`config.mk`:
```
export PLATFORM = sky130hd
export DESIGN_NAME = drive_ctrl_decoder
export DESIGN_NICKNAME = d
export VERILOG_FILES = /design/src/shared/drive_ctrl_pkg.sv /design/src/shared/ramp_if.sv /design/src/verilog/drive_ctrl_decoder.sv /design/src/verilog/ramp_gen.sv
export VERILOG_INCLUDE_DIRS = /design/src /design/src/shared
export SDC_FILE = /design/constraint.sdc
export NUM_CORES = 1
export LEC_CHECK = 0
export BUFFER_PORTS_ARGS = -buffer_cell sky130_fd_sc_hd__buf_2
export CAP_MARGIN = 5
export CORE_UTILIZATION = 45
export CTS_CLUSTER_SIZE = 10
export DETAILED_ROUTE_END_ITERATION = 7
export HOLD_SLACK_MARGIN = 0.02
export PLACE_DENSITY = 0.66
export SYNTH_ARGS = -nofsm -noshare
export SYNTH_HDL_FRONTEND = slang
export SYNTH_SLANG_ARGS = --single-unit
```
`constraint.sdc`:
```
create_clock -name CORE_CLK_I -period 10.35 [get_ports CORE_CLK_I]
set_clock_uncertainty 0.2 [all_clocks]
set_input_delay 0.5175 -clock CORE_CLK_I [delete_from_list [all_inputs] [get_ports CORE_CLK_I]]
set_output_delay 0.5175 -clock CORE_CLK_I [all_outputs]
set_load 0.01 [all_outputs]
```
`src/shared/drive_ctrl_consts.svh`:
```
// constants for the drive control word decoder
// assumes inclusion by bare name from package and modules
`ifndef DRIVE_CTRL_CONSTS_SVH
`define DRIVE_CTRL_CONSTS_SVH
`define BIT_ON 0
`define BIT_COAST 1
`define BIT_QSTOP 2
`define BIT_ENOP 3
`define BIT_RFG_EN 4
`define BIT_RFG_RUN 5
`define BIT_SP_EN 6
`define BIT_ACK 7
`define BIT_MASTER 10
`define BIT_MOP_UP 13
`define BIT_MOP_DN 14
`define BIT_CMD_SET0 15
`define TEL_STD1 10'h001
`define TEL_STD20 10'h014
`define TEL_STD352 10'h160
`define TEL_FREE 10'h3E7
`define SP_UNITY 16'h4000
`define SP_FRAC_BITS 14
`define RAMP_STEP 16'h0010
`define QRAMP_STEP 16'h0040
`define MOP_STEP 16'h0001
`define MOP_TIME_NS 1000
`define CLK_PERIOD_NS 40
`define MOP_DIV ((`MOP_TIME_NS + `CLK_PERIOD_NS - 1) / `CLK_PERIOD_NS)
`endif

```
`src/shared/drive_ctrl_pkg.sv`:
```
// types for the drive control word decoder
// assumes the consts header is on the include path
package drive_ctrl_pkg;
  typedef enum logic [2:0] {
    ST_INHIBIT, ST_READY, ST_RUN, ST_RAMP_STOP, ST_QUICK_STOP
  } seq_state_e;
  typedef logic signed [15:0] speed_t;
endpackage

```
`src/shared/ramp_if.sv`:
```
// ramp generator control bundle between top and ramp module
// assumes one clock domain
`timescale 1ns/1ns
`default_nettype none
interface ramp_if;
  import drive_ctrl_pkg::*;
  speed_t target;
  logic rfg_zero;
  logic rfg_hold;
  logic quick;
  speed_t out;
  modport ctrl(output target, output rfg_zero, output rfg_hold, output quick, input out);
  modport gen(input target, input rfg_zero, input rfg_hold, input quick, output out);
endinterface
`default_nettype wire

```
`src/verilog/drive_ctrl_decoder.sv`:
```
// drive control word decoder: control word and speed setpoint to drive commands
// assumes process data words come from fieldbus logic on the same clock
`timescale 1ns/1ns
`default_nettype none
`include "drive_ctrl_consts.svh"
module drive_ctrl_decoder
  import drive_ctrl_pkg::*;
(
  // clock and reset
  input wire logic CORE_CLK_I,
  input wire logic RESET_N_I,
  input wire logic CLK_EN_I,
  // process data from fieldbus
  input wire logic [15:0] DRIVE_CONTROL_WORD_I,
  input wire logic [15:0] SPEED_SETPOINT_WORD_I,
  // configuration
  input wire logic [9:0] TELEGRAM_SELECT_I,
  input wire logic [15:0] REFERENCE_SPEED_I,
  input wire logic QUICK_STOP_SOURCE_A_I,
  input wire logic QUICK_STOP_SOURCE_B_I,
  input wire logic ACK_SOURCE_1_I,
  input wire logic ACK_SOURCE_2_I,
  input wire logic ACK_SOURCE_3_I,
  input wire logic LOCAL_CONTROL_WORD_EN_I,
  input wire logic [15:0] LOCAL_CONTROL_WORD_I,
  // drive feedback
  input wire logic ZERO_SPEED_I,
  // drive commands
  output logic PULSE_ENABLE_O,
  output logic LINE_CONTACTOR_O,
  output logic READY_FOR_OPERATION_O,
  output logic COAST_STOP_ACTIVE_O,
  output logic QUICK_STOP_ACTIVE_O,
  output logic FAULT_ACK_O,
  output logic MASTER_CONTROL_O,
  output logic COMMAND_SET_SELECT_O,
  output logic signed [15:0] MOP_SETPOINT_O,
  output logic signed [15:0] RAMP_OUTPUT_O,
  output logic signed [31:0] SPEED_SETPOINT_O
);
  ramp_if rif();
  seq_state_e state;
  seq_state_e next_state;
  logic [15:0] word;
  logic [15:0] prev_word;
  logic ack_src_1_s1, ack_src_1_s2, ack_src_1_q;
  logic ack_src_2_s1, ack_src_2_s2, ack_src_2_q;
  logic ack_src_3_s1, ack_src_3_s2, ack_src_3_q;
  logic qs_a_s1, qs_a_s2, qs_b_s1, qs_b_s2;
  logic on_cmd, coast_ok, qstop_ok, enop, ack_edge, tel_mop, tel_cmd_set;
  logic mop_up, mop_dn;
  logic [7:0] mop_cnt;
  speed_t sp_word;

  function automatic logic tel_is(input logic [9:0] t, input logic [9:0] v);
    tel_is = (t == v);
  endfunction

  function automatic logic signed [31:0] scale_speed(input speed_t sp, input logic [15:0] ref_s);
    logic signed [32:0] prod;
    prod = 33'(sp) * $signed({1'b0, ref_s});
    scale_speed = 32'(prod >>> `SP_FRAC_BITS);
  endfunction

  // external binary sources are asynchronous to this clock
  always_ff @(posedge CORE_CLK_I or negedge RESET_N_I) begin
    if (!RESET_N_I) begin
      ack_src_1_s1 <= 1'b0;
      ack_src_1_s2 <= 1'b0;
      ack_src_1_q <= 1'b0;
      ack_src_2_s1 <= 1'b0;
      ack_src_2_s2 <= 1'b0;
      ack_src_2_q <= 1'b0;
      ack_src_3_s1 <= 1'b0;
      ack_src_3_s2 <= 1'b0;
      ack_src_3_q <= 1'b0;
      qs_a_s1 <= 1'b1;
      qs_a_s2 <= 1'b1;
      qs_b_s1 <= 1'b1;
      qs_b_s2 <= 1'b1;
    end else if (CLK_EN_I) begin
      ack_src_1_s1 <= ACK_SOURCE_1_I;
      ack_src_1_s2 <= ack_src_1_s1;
      ack_src_1_q <= ack_src_1_s2;
      ack_src_2_s1 <= ACK_SOURCE_2_I;
      ack_src_2_s2 <= ack_src_2_s1;
      ack_src_2_q <= ack_src_2_s2;
      ack_src_3_s1 <= ACK_SOURCE_3_I;
      ack_src_3_s2 <= ack_src_3_s1;
      ack_src_3_q <= ack_src_3_s2;
      qs_a_s1 <= QUICK_STOP_SOURCE_A_I;
      qs_a_s2 <= qs_a_s1;
      qs_b_s1 <= QUICK_STOP_SOURCE_B_I;
      qs_b_s2 <= qs_b_s1;
    end
  end

  // word selection: fieldbus word only while master control bit is set
  always_comb begin
    if (DRIVE_CONTROL_WORD_I[`BIT_MASTER] && !LOCAL_CONTROL_WORD_EN_I) begin
      word = DRIVE_CONTROL_WORD_I;
      sp_word = speed_t'(SPEED_SETPOINT_WORD_I);
    end else begin
      word = LOCAL_CONTROL_WORD_I;
      sp_word = '0;
    end
  end

  always_comb begin
    on_cmd = word[`BIT_ON];
    coast_ok = word[`BIT_COAST];
    qstop_ok = word[`BIT_QSTOP] & qs_a_s2 & qs_b_s2;
    enop = word[`BIT_ENOP];
    tel_mop = tel_is(TELEGRAM_SELECT_I, `TEL_STD1) || tel_is(TELEGRAM_SELECT_I, `TEL_STD352);
    tel_cmd_set = tel_is(TELEGRAM_SELECT_I, `TEL_STD20);
    // bits 8, 9, 11, 12 are never read
    mop_up = tel_mop && word[`BIT_MOP_UP] && !word[`BIT_MOP_DN];
    mop_dn = tel_mop && word[`BIT_MOP_DN] && !word[`BIT_MOP_UP];
    ack_edge = (word[`BIT_ACK] && !prev_word[`BIT_ACK])
      || (ack_src_1_s2 && !ack_src_1_q) || (ack_src_2_s2 && !ack_src_2_q)
      || (ack_src_3_s2 && !ack_src_3_q);
  end

  always_ff @(posedge CORE_CLK_I or negedge RESET_N_I) begin
    if (!RESET_N_I) begin
      prev_word <= '0;
    end else if (CLK_EN_I) begin
      prev_word <= word;
    end
  end

  // sequencer
  always_comb begin
    next_state = state;
    unique case (state)
      ST_INHIBIT: begin
        if (on_cmd && !prev_word[`BIT_ON] && coast_ok && qstop_ok) begin
          next_state = ST_READY;
        end
      end
      ST_READY: begin
        if (!coast_ok) next_state = ST_INHIBIT;
        else if (!qstop_ok) next_state = ST_QUICK_STOP;
        else if (!on_cmd) next_state = ST_INHIBIT;
        else if (enop) next_state = ST_RUN;
      end
      ST_RUN: begin
        if (!coast_ok) next_state = ST_INHIBIT;
        else if (!qstop_ok) next_state = ST_QUICK_STOP;
        else if (!on_cmd) next_state = ST_RAMP_STOP;
        else if (!enop) next_state = ST_READY;
      end
      ST_RAMP_STOP: begin
        if (!coast_ok) next_state = ST_INHIBIT;
        else if (!qstop_ok) next_state = ST_QUICK_STOP;
        else if (ZERO_SPEED_I && rif.out == 0) next_state = ST_INHIBIT;
      end
      ST_QUICK_STOP: begin
        if (!coast_ok || (ZERO_SPEED_I && rif.out == 0)) next_state = ST_INHIBIT;
      end
    endcase
  end

  always_ff @(posedge CORE_CLK_I or negedge RESET_N_I) begin
    if (!RESET_N_I) begin
      state <= ST_INHIBIT;
    end else if (CLK_EN_I) begin
      state <= next_state;
    end
  end

  // ramp generator control
  always_comb begin
    rif.quick = (state == ST_QUICK_STOP);
    rif.rfg_zero = (state == ST_RUN) && !word[`BIT_RFG_EN];
    rif.rfg_hold = (state == ST_RUN) && !word[`BIT_RFG_RUN];
    if (state == ST_RUN && word[`BIT_SP_EN]) begin
      rif.target = sp_word;
    end else begin
      rif.target = '0;
    end
    if (state == ST_INHIBIT || state == ST_READY) begin
      rif.rfg_zero = 1'b1;
    end
  end

  ramp_gen u_ramp (
    .clk(CORE_CLK_I),
    .rst_n(RESET_N_I),
    .ce(CLK_EN_I),
    .rif(rif)
  );

  // motorized potentiometer, one step per tick
  always_ff @(posedge CORE_CLK_I or negedge RESET_N_I) begin
    if (!RESET_N_I) begin
      mop_cnt <= '0;
      MOP_SETPOINT_O <= '0;
    end else if (CLK_EN_I) begin
      if (mop_cnt == 8'(`MOP_DIV - 1)) begin
        mop_cnt <= '0;
        // saturate so the setpoint never wraps sign
        if (mop_up && MOP_SETPOINT_O != 16'sh7FFF) begin
          MOP_SETPOINT_O <= MOP_SETPOINT_O + 16'sh0001;
        end else if (mop_dn && MOP_SETPOINT_O != -16'sh7FFF) begin
          MOP_SETPOINT_O <= MOP_SETPOINT_O - 16'sh0001;
        end
      end else begin
        mop_cnt <= mop_cnt + 8'h01;
      end
    end
  end

  // registered command outputs
  always_ff @(posedge CORE_CLK_I or negedge RESET_N_I) begin
    if (!RESET_N_I) begin
      PULSE_ENABLE_O <= 1'b0;
      LINE_CONTACTOR_O <= 1'b0;
      READY_FOR_OPERATION_O <= 1'b0;
      COAST_STOP_ACTIVE_O <= 1'b0;
      QUICK_STOP_ACTIVE_O <= 1'b0;
      FAULT_ACK_O <= 1'b0;
      MASTER_CONTROL_O <= 1'b0;
      COMMAND_SET_SELECT_O <= 1'b0;
      RAMP_OUTPUT_O <= '0;
      SPEED_SETPOINT_O <= '0;
    end else if (CLK_EN_I) begin
      PULSE_ENABLE_O <= (next_state == ST_RUN) || (next_state == ST_RAMP_STOP)
        || (next_state == ST_QUICK_STOP);
      LINE_CONTACTOR_O <= (next_state != ST_INHIBIT);
      READY_FOR_OPERATION_O <= (next_state == ST_READY) || (next_state == ST_RUN);
      COAST_STOP_ACTIVE_O <= !coast_ok;
      QUICK_STOP_ACTIVE_O <= !qstop_ok;
      FAULT_ACK_O <= ack_edge;
      MASTER_CONTROL_O <= DRIVE_CONTROL_WORD_I[`BIT_MASTER];
      COMMAND_SET_SELECT_O <= tel_cmd_set && word[`BIT_CMD_SET0];
      RAMP_OUTPUT_O <= rif.out;
      SPEED_SETPOINT_O <= scale_speed(rif.out, REFERENCE_SPEED_I);
    end
  end

  coast_stop_a: assert property (@(posedge CORE_CLK_I) disable iff (!RESET_N_I)
    CLK_EN_I && !coast_ok |=> !PULSE_ENABLE_O && !LINE_CONTACTOR_O)
    else $error("coast stop kept pulses");
  quick_and_a: assert property (@(posedge CORE_CLK_I) disable iff (!RESET_N_I)
    CLK_EN_I && word[`BIT_QSTOP] && !(qs_a_s2 && qs_b_s2) |=> QUICK_STOP_ACTIVE_O)
    else $error("quick stop source ignored");
  inhibit_ready_a: assert property (@(posedge CORE_CLK_I) disable iff (!RESET_N_I)
    CLK_EN_I && state == ST_RUN && coast_ok && qstop_ok && on_cmd && !enop
    |=> !PULSE_ENABLE_O && READY_FOR_OPERATION_O) else $error("inhibit wrong");
  switch_on_a: assert property (@(posedge CORE_CLK_I) disable iff (!RESET_N_I)
    CLK_EN_I && state == ST_INHIBIT && on_cmd && prev_word[`BIT_ON]
    |=> state == ST_INHIBIT) else $error("switch on without edge");
  // a held ack bit with no source edge must not repeat the pulse
  ack_static_a: assert property (@(posedge CORE_CLK_I) disable iff (!RESET_N_I)
    CLK_EN_I && word[`BIT_ACK] && prev_word[`BIT_ACK] && !(ack_src_1_s2 && !ack_src_1_q)
    && !(ack_src_2_s2 && !ack_src_2_q) && !(ack_src_3_s2 && !ack_src_3_q)
    |=> !FAULT_ACK_O) else $error("ack held");
  ack_word_a: assert property (@(posedge CORE_CLK_I) disable iff (!RESET_N_I)
    CLK_EN_I && word[`BIT_ACK] && !prev_word[`BIT_ACK] |=> FAULT_ACK_O)
    else $error("ack edge lost");
  ack_src_a: assert property (@(posedge CORE_CLK_I) disable iff (!RESET_N_I)
    CLK_EN_I && ack_src_2_s2 && !ack_src_2_q |=> FAULT_ACK_O)
    else $error("source ack lost");
  cmd_set_tel_a: assert property (@(posedge CORE_CLK_I) disable iff (!RESET_N_I)
    CLK_EN_I && !tel_cmd_set |=> !COMMAND_SET_SELECT_O)
    else $error("command set outside tel 20");
  mop_hold_a: assert property (@(posedge CORE_CLK_I) disable iff (!RESET_N_I)
    CLK_EN_I && (word[`BIT_MOP_UP] == word[`BIT_MOP_DN] || !tel_mop)
    |=> $stable(MOP_SETPOINT_O)) else $error("mop moved");
  setpoint_gate_a: assert property (@(posedge CORE_CLK_I) disable iff (!RESET_N_I)
    !word[`BIT_SP_EN] |-> rif.target == 0) else $error("setpoint not gated");
endmodule
`default_nettype wire

```
`src/verilog/ramp_gen.sv`:
```
// ramp-function generator with zero and hold controls
// assumes target from ctrl side on the same clock
`timescale 1ns/1ns
`default_nettype none
`include "drive_ctrl_consts.svh"
module ramp_gen
  import drive_ctrl_pkg::*;
(
  input wire logic clk,
  input wire logic rst_n,
  input wire logic ce,
  ramp_if.gen rif
);
  speed_t step;
  speed_t diff;
  always_comb begin
    step = rif.quick ? speed_t'(`QRAMP_STEP) : speed_t'(`RAMP_STEP);
    diff = speed_t'(rif.target - rif.out);
  end
  always_ff @(posedge clk or negedge rst_n) begin
    if (!rst_n) begin
      rif.out <= '0;
    end else if (ce) begin
      if (rif.rfg_zero) begin
        rif.out <= '0;
      end else if (!rif.rfg_hold) begin
        if (diff > step) begin
          rif.out <= speed_t'(rif.out + step);
        end else if (diff < -step) begin
          rif.out <= speed_t'(rif.out - step);
        end else begin
          rif.out <= rif.target;
        end
      end
    end
  end
  rfg_zero_a: assert property (@(posedge clk) disable iff (!rst_n)
    ce && rif.rfg_zero |=> rif.out == 0) else $error("ramp not zeroed");
  rfg_hold_a: assert property (@(posedge clk) disable iff (!rst_n)
    ce && rif.rfg_hold && !rif.rfg_zero |=> $stable(rif.out))
    else $error("ramp moved on hold");
endmodule
`default_nettype wire

```
# After elaboration in Yosys (flattened, before gate mapping)
# Index checks and enable logic that the tools add are counted.
[word_totals] ff_bits=107 inputBits=84 output_inout_bits=72
[op_classes] add_sub_neg=7 mul=1 magnitude_cmp=2 eq_ne=15 mux=26 n_bitwise=2 reduce_logical=46
[op_table] op="16-bit 2-to-1 mux" n=9
[op_table] op="3-bit 2-to-1 mux" n=13
[op_table] op="16-bit by 17-bit multiplier with 33-bit output" n=1
[op_table] op="32-bit logical NOT" n=1
[op_table] op="16-bit inequality test (second input constant)" n=2
[op_table] op="1-bit logical AND" n=19
[op_table] op="16-bit by 2-bit adder with 16-bit output (second input constant)" n=1
[op_table] op="16-bit by 8-bit adder with 16-bit output" n=1
[op_table] op="16-bit > comparator" n=1
[op_table] op="16-bit < comparator" n=1
[op_table] op="16-bit negation" n=1
[op_table] op="16-bit subtractor" n=1
[op_table] op="16-bit by 2-bit subtractor with 16-bit output (second input constant)" n=1
[op_table] op="16-bit by 8-bit subtractor with 16-bit output" n=1
[op_table] op="3-bit one-hot mux with 5 select lines" n=1
[op_table] op="3-bit by 2-bit equality test with 1-bit output (second input constant)" n=4
[op_table] op="1-bit logical NOT" n=12
[op_table] op="10-bit by 1-bit equality test with 1-bit output (second input constant)" n=1
[op_table] op="10-bit by 5-bit equality test with 1-bit output (second input constant)" n=1
[op_table] op="10-bit by 9-bit equality test with 1-bit output (second input constant)" n=1
[op_table] op="1-bit logical OR" n=9
[op_table] op="8-bit by 1-bit adder with 8-bit output (second input constant)" n=1
[op_table] op="8-bit by 5-bit equality test with 1-bit output (second input constant)" n=1
[op_table] op="8-bit 2-to-1 mux" n=1
[op_table] op="other kinds (11)" n=14

# Longest topological paths before layout
[logic_depth] word_depth=11 mapped_depth=26 ltp_nobuf=24

# Modules after synthesis
# Synthesis repeated with hierarchy kept, for this count alone.
[unflattened] cells_unflattened=1723 hier_area_um2=15608.7
[modules_own_cells] module="drive_ctrl_decoder" instances=1 cells_per_inst=1397 area_per_inst_um2=13083.8
[modules_own_cells] module="ramp_gen" instances=1 cells_per_inst=326 area_per_inst_um2=2524.9

# Worst setup path after synthesis
# Ideal clock, no wire load.
[synth_path] kind="register -> register" from="register u_ramp.rif.out[1]" to="register SPEED_SETPOINT_O[16]" setup_time_ps=125 t_arrival_ps=6220 required_ps=10025 path_slack_ps=3805 stages_incl_launch_ff=24 path_cell_list="dfrtp_1 > clkbuf_1 > clkbuf_1 > nand2_1 > fa_1 > fa_1 > inv_1 > fa_1 > fa_1 > fa_1 > inv_1 > fa_1 > inv_1 > ha_1 > a21o_1 > a211oi_1 > a21boi_0 > a221o_1 > a31oi_1 > o21ai_0 > o31ai_1 > a21oi_1 > xnor2_1 > mux2_2"
[synth_via] elab_chain_cells=1
[synth_lines] item="start: declaration" line="ramp_if.sv:13" source="modport gen(input target, input rfg_zero, input rfg_hold, input quick, output out);"
[synth_lines] item="start signal: assignment" line="ramp_gen.sv:28" source="rif.out <= speed_t'(rif.out + step);"
[synth_lines] item="start signal: assignment" line="ramp_gen.sv:30" source="rif.out <= speed_t'(rif.out - step);"
[synth_lines] item="start signal: assignment" line="ramp_gen.sv:32" source="rif.out <= rif.target;"
[synth_lines] item="16-bit by 17-bit multiplier with 33-bit output" line="drive_ctrl_decoder.sv:61" source="prod = 33'(sp) * $signed({1'b0, ref_s});"
[synth_lines] item="end signal: assignment" line="drive_ctrl_decoder.sv:238" source="SPEED_SETPOINT_O <= scale_speed(rif.out, REFERENCE_SPEED_I);"
[synth_lines] item="end: declaration" line="drive_ctrl_decoder.sv:39" source="output logic signed [31:0] SPEED_SETPOINT_O"
# No other way between the ends.
# A chain may end at the register's enable or synchronous reset.

# Worst setup path after layout
[layout_path] from="register u_ramp.rif.out[5]" to="register SPEED_SETPOINT_O[16]"
# The elaborated chain is that of the path after synthesis.

==> impl_metrics.ini <==
[worst_setup_path]
critical_path_peak_fanout = 22
critical-path-max-stage-delay_ns = 0.74
crit-reg2reg-launch = u_ramp.rif.out[5]$_DFFE_PN0P_
arrival_ns = 7.49
cell_type_with_the_highest_occurrence_count_on_the_critical_path = fa_1
startpoint = u_ramp.rif.out[5]$_DFFE_PN0P_
critical_path.cell_chain = and2_1, fa_1, inv_1, fa_1, inv_1, fa_1, fa_1, fa_1, inv_1, fa_1, inv_1, ha_1, a21o_1, a211oi_1, a21boi_0, a221o_1, a31oi_1, o21ai_0, o31ai_1, a21oi_1, xnor2_1, mux2_2
critical_path_required_ns = 10.42
critical-path-top-delay-family = adder cells
critical_path.n_buffers_inverters = 4
critPathCaptureType = flip-flop
library_cell_contributing_the_largest_single_delay_on_the_critical_path = dfrtp_1
timing.setup.critical_path_class = reg2reg
critPathLaunchType = flip-flop

[timing]
tightest_slew_ns = 1.07
fin_setup_tns_ns = 0
report.final.setup_viol = 0
slew-limit-headroom = 0.287
period_needed_ns = 7.42
final_max_slew_viol_count = 0
fmax_ghz = 0.135
grt_setup_unrepaired = no
fin_crit_share = 0.717
hold_violations = 0

[drt]
dr.first_iter.drc_count = 591
detail_route.wirelength_mm = 36.4
wire_per_inst_um = 16.6
vias_per_cell = 5.38
ant_nets = 0
drc = 0
first_pass_iters = 5
num_vias = 11800

[floorplan]
die-height_um = 185
die_area_um2 = 34400
die_x_um = 185
io_pins = 156
core_area_um2 = 32900
rows = 66
start_util = 0.461

[synth]
synth-simple-area-share = 0.172
synthesis.nets = 2102
yosys.area_share.xor_xnor = 0.0312
number_of_enable_flip_flop_cells_after_synthesis = 0
postSynthRegisterBits = 101
post_synth_inst_count = 1663
number_of_unique_standard_cell_types_used_by_synthesis = 80
syn_area_per_cell_um2 = 9.11
synth.top_cells.by_area = fa_1, dfrtp_1, ha_1
ys_warn_count = 0
netlist.area_leader.share = 0.258
yosys_most_used_dff = dfrtp_1
mappedNetlistArea_um2 = 15100
synth-compound-area-share = 0.100
count_leader_synth = inv_1
synth.top_cells.by_count = inv_1, fa_1, nand2_1, ha_1, and2_1
synth_top_cell_by_area = fa_1
largest_family_of_logic_cells_by_synthesized_area = adder cells
post_synth_fa_ha_maj_area_fraction = 0.390
synth.area.mux_share = 0.0462
asyncSetResetFlopFracSynth = 1.00
share_of_synthesized_area_occupied_by_flip_flops_and_latches = 0.167

[global_route]
first_pass_grt_wire_length_mm = 59.7
groute.layer.met2.usage = 0.378
largest_net_degree_at_the_start_of_global_routing = 56
antenna_violations_before_repair = 0
global_route.peak_usage_layer = met2
grt_util_met3 = 0.0417
vias_in_the_first_global_route = 11900
globalRouteTotalUtil = 0.223
grt_util_met1 = 0.289
grt-ovfl-total = 0

[place]
placement.io_buffers = 145
place.gp.congestion = 0.856
dpl.hpwl_mm = 28.0

[finish]
ratio_of_cells_with_drive_above_1_in_the_final_layout = 0.144
fill_cell_instance_count_of_the_final_layout = 3193
num_antenna_cells = 0
area_overhead_of_the_layout_relative_to_synthesis_pct = 8.51
post_layout_nets = 2184

[clock_network]
clock_network_latency_to_the_later_pin_of_the_worst_skew_pair_ns = 0.39
clock_sink_count = 101
cts_repair_resize_count = 0
tritoncts.num_buffers = 9
tritoncts_clock_tree = built
cts_buffer_depth = 2
root_buffer = clkbuf_16
postCtsSetupRepairBufs = 0
clk_transition_reported_paths_ns = 0.08
htree_num_levels = 3
holdBufCountCts = 1

[run_status]
result_of_the_run = complete, no violations

[worst_hold_path]
min-delay-path-class = in2reg
hold_path_startpoint = ACK_SOURCE_3_I

[flow_run]
max_cap_viol_count = 0
==> metal layers <==
layer / share of wire / wire (µm)
met1: 0.44 / 15900
met2: 0.49 / 17800
met3: 0.055 / 2010
met4: 0.018 / 650
met5: 0 / 0
==> placed cells by master (no fill, tap or decap), types with 30 or more instances in the layout <==
cell type  instances
ha_1             160
nor2_1            82
dfrtp_1           97
buf_2            144
mux2_2            55
fa_1             195
inv_1            265
nand2_1          179
a21oi_1           53
o21ai_0           30
xnor2_1           35
and2_1           129
==> flip-flops by register name, summed over array words and instances, names as in the netlist, 2 cells and up <==
signal / cells
SPEED_SETPOINT_O: 19
MOP_SETPOINT_O: 16
RAMP_OUTPUT_O: 16
u_ramp.rif.out: 16
mop_cnt: 8
state: 3
prev_word: 2
==> cell families (layout without fill, tap and decap cells) <==
family,after synthesis,after routing
AND/OR/NAND/NOR,518,518
adder cells (fa/ha/maj),355,355
buffers and inverters,352,439
AO/OA/AOI/OAI,220,220
flip-flops,101,101
multiplexers,63,63
XOR/XNOR,54,54
==> worst paths after layout <==
path	end	slack (ns)	cells past startpoint
min in group asynchronous	MOP_SETPOINT_O[7]$_DFFE_PN0P_	0.49	2
max in group asynchronous	RAMP_OUTPUT_O[4]$_DFFE_PN0P_	8.26	3
hold reg to reg	SPEED_SETPOINT_O[10]$_DFFE_PN0P_	0.29	2
setup / recovery	SPEED_SETPOINT_O[16]$_DFFE_PN0P_	2.93	22
setup reg to reg	SPEED_SETPOINT_O[16]$_DFFE_PN0P_	2.93	22
hold / removal	ack_src_3_s1$_DFFE_PN0P_	0.16	2
==> cell type report <==
type	instances	area [µm²]	share of cell area
Multi-Input combinational cell	1210	11200	0.682
Clock inverter	7	97.6	0.00594
Timing Repair Buffer	157	821	0.0499
Clock buffer	9	225	0.0137
Sequential cell	101	2530	0.154
Tap cell	442	553	0.0336
Inverter	266	998	0.0607
==> worst reg2reg max path, cell delays in order (launching register included) <==
cell      delay, ns
dfrtp_1        0.74
and2_1         0.38
fa_1           0.51
inv_1          0.05
fa_1           0.49
inv_1          0.06
fa_1           0.49
fa_1           0.51
fa_1           0.50
inv_1          0.05
fa_1           0.48
inv_1          0.04
ha_1           0.30
a21o_1         0.14
a211oi_1       0.07
a21boi_0       0.13
a221o_1        0.50
a31oi_1        0.47
o21ai_0        0.24
o31ai_1        0.43
a21oi_1        0.15
xnor2_1        0.14
mux2_2         0.26
==> per-stage QoR <==
stage	worst slack [ns]	instances	hold slack [ns]	utilization	area, µm²
floorplan	3.81	1663	0.0219	-	15100
global placement	3.09	2175	0.261	0.490	16100
detailed placement	3.04	2175	0.266	0.490	16100
CTS	3.00	2192	0.153	0.500	16400
global route	2.65	2192	0.155	0.500	16400
finish	2.93	2192	0.164	0.500	16400
Power is left out: the tool's default activity adds up to more than one toggle a clock period on the data nets, which glitch-free logic cannot reach.
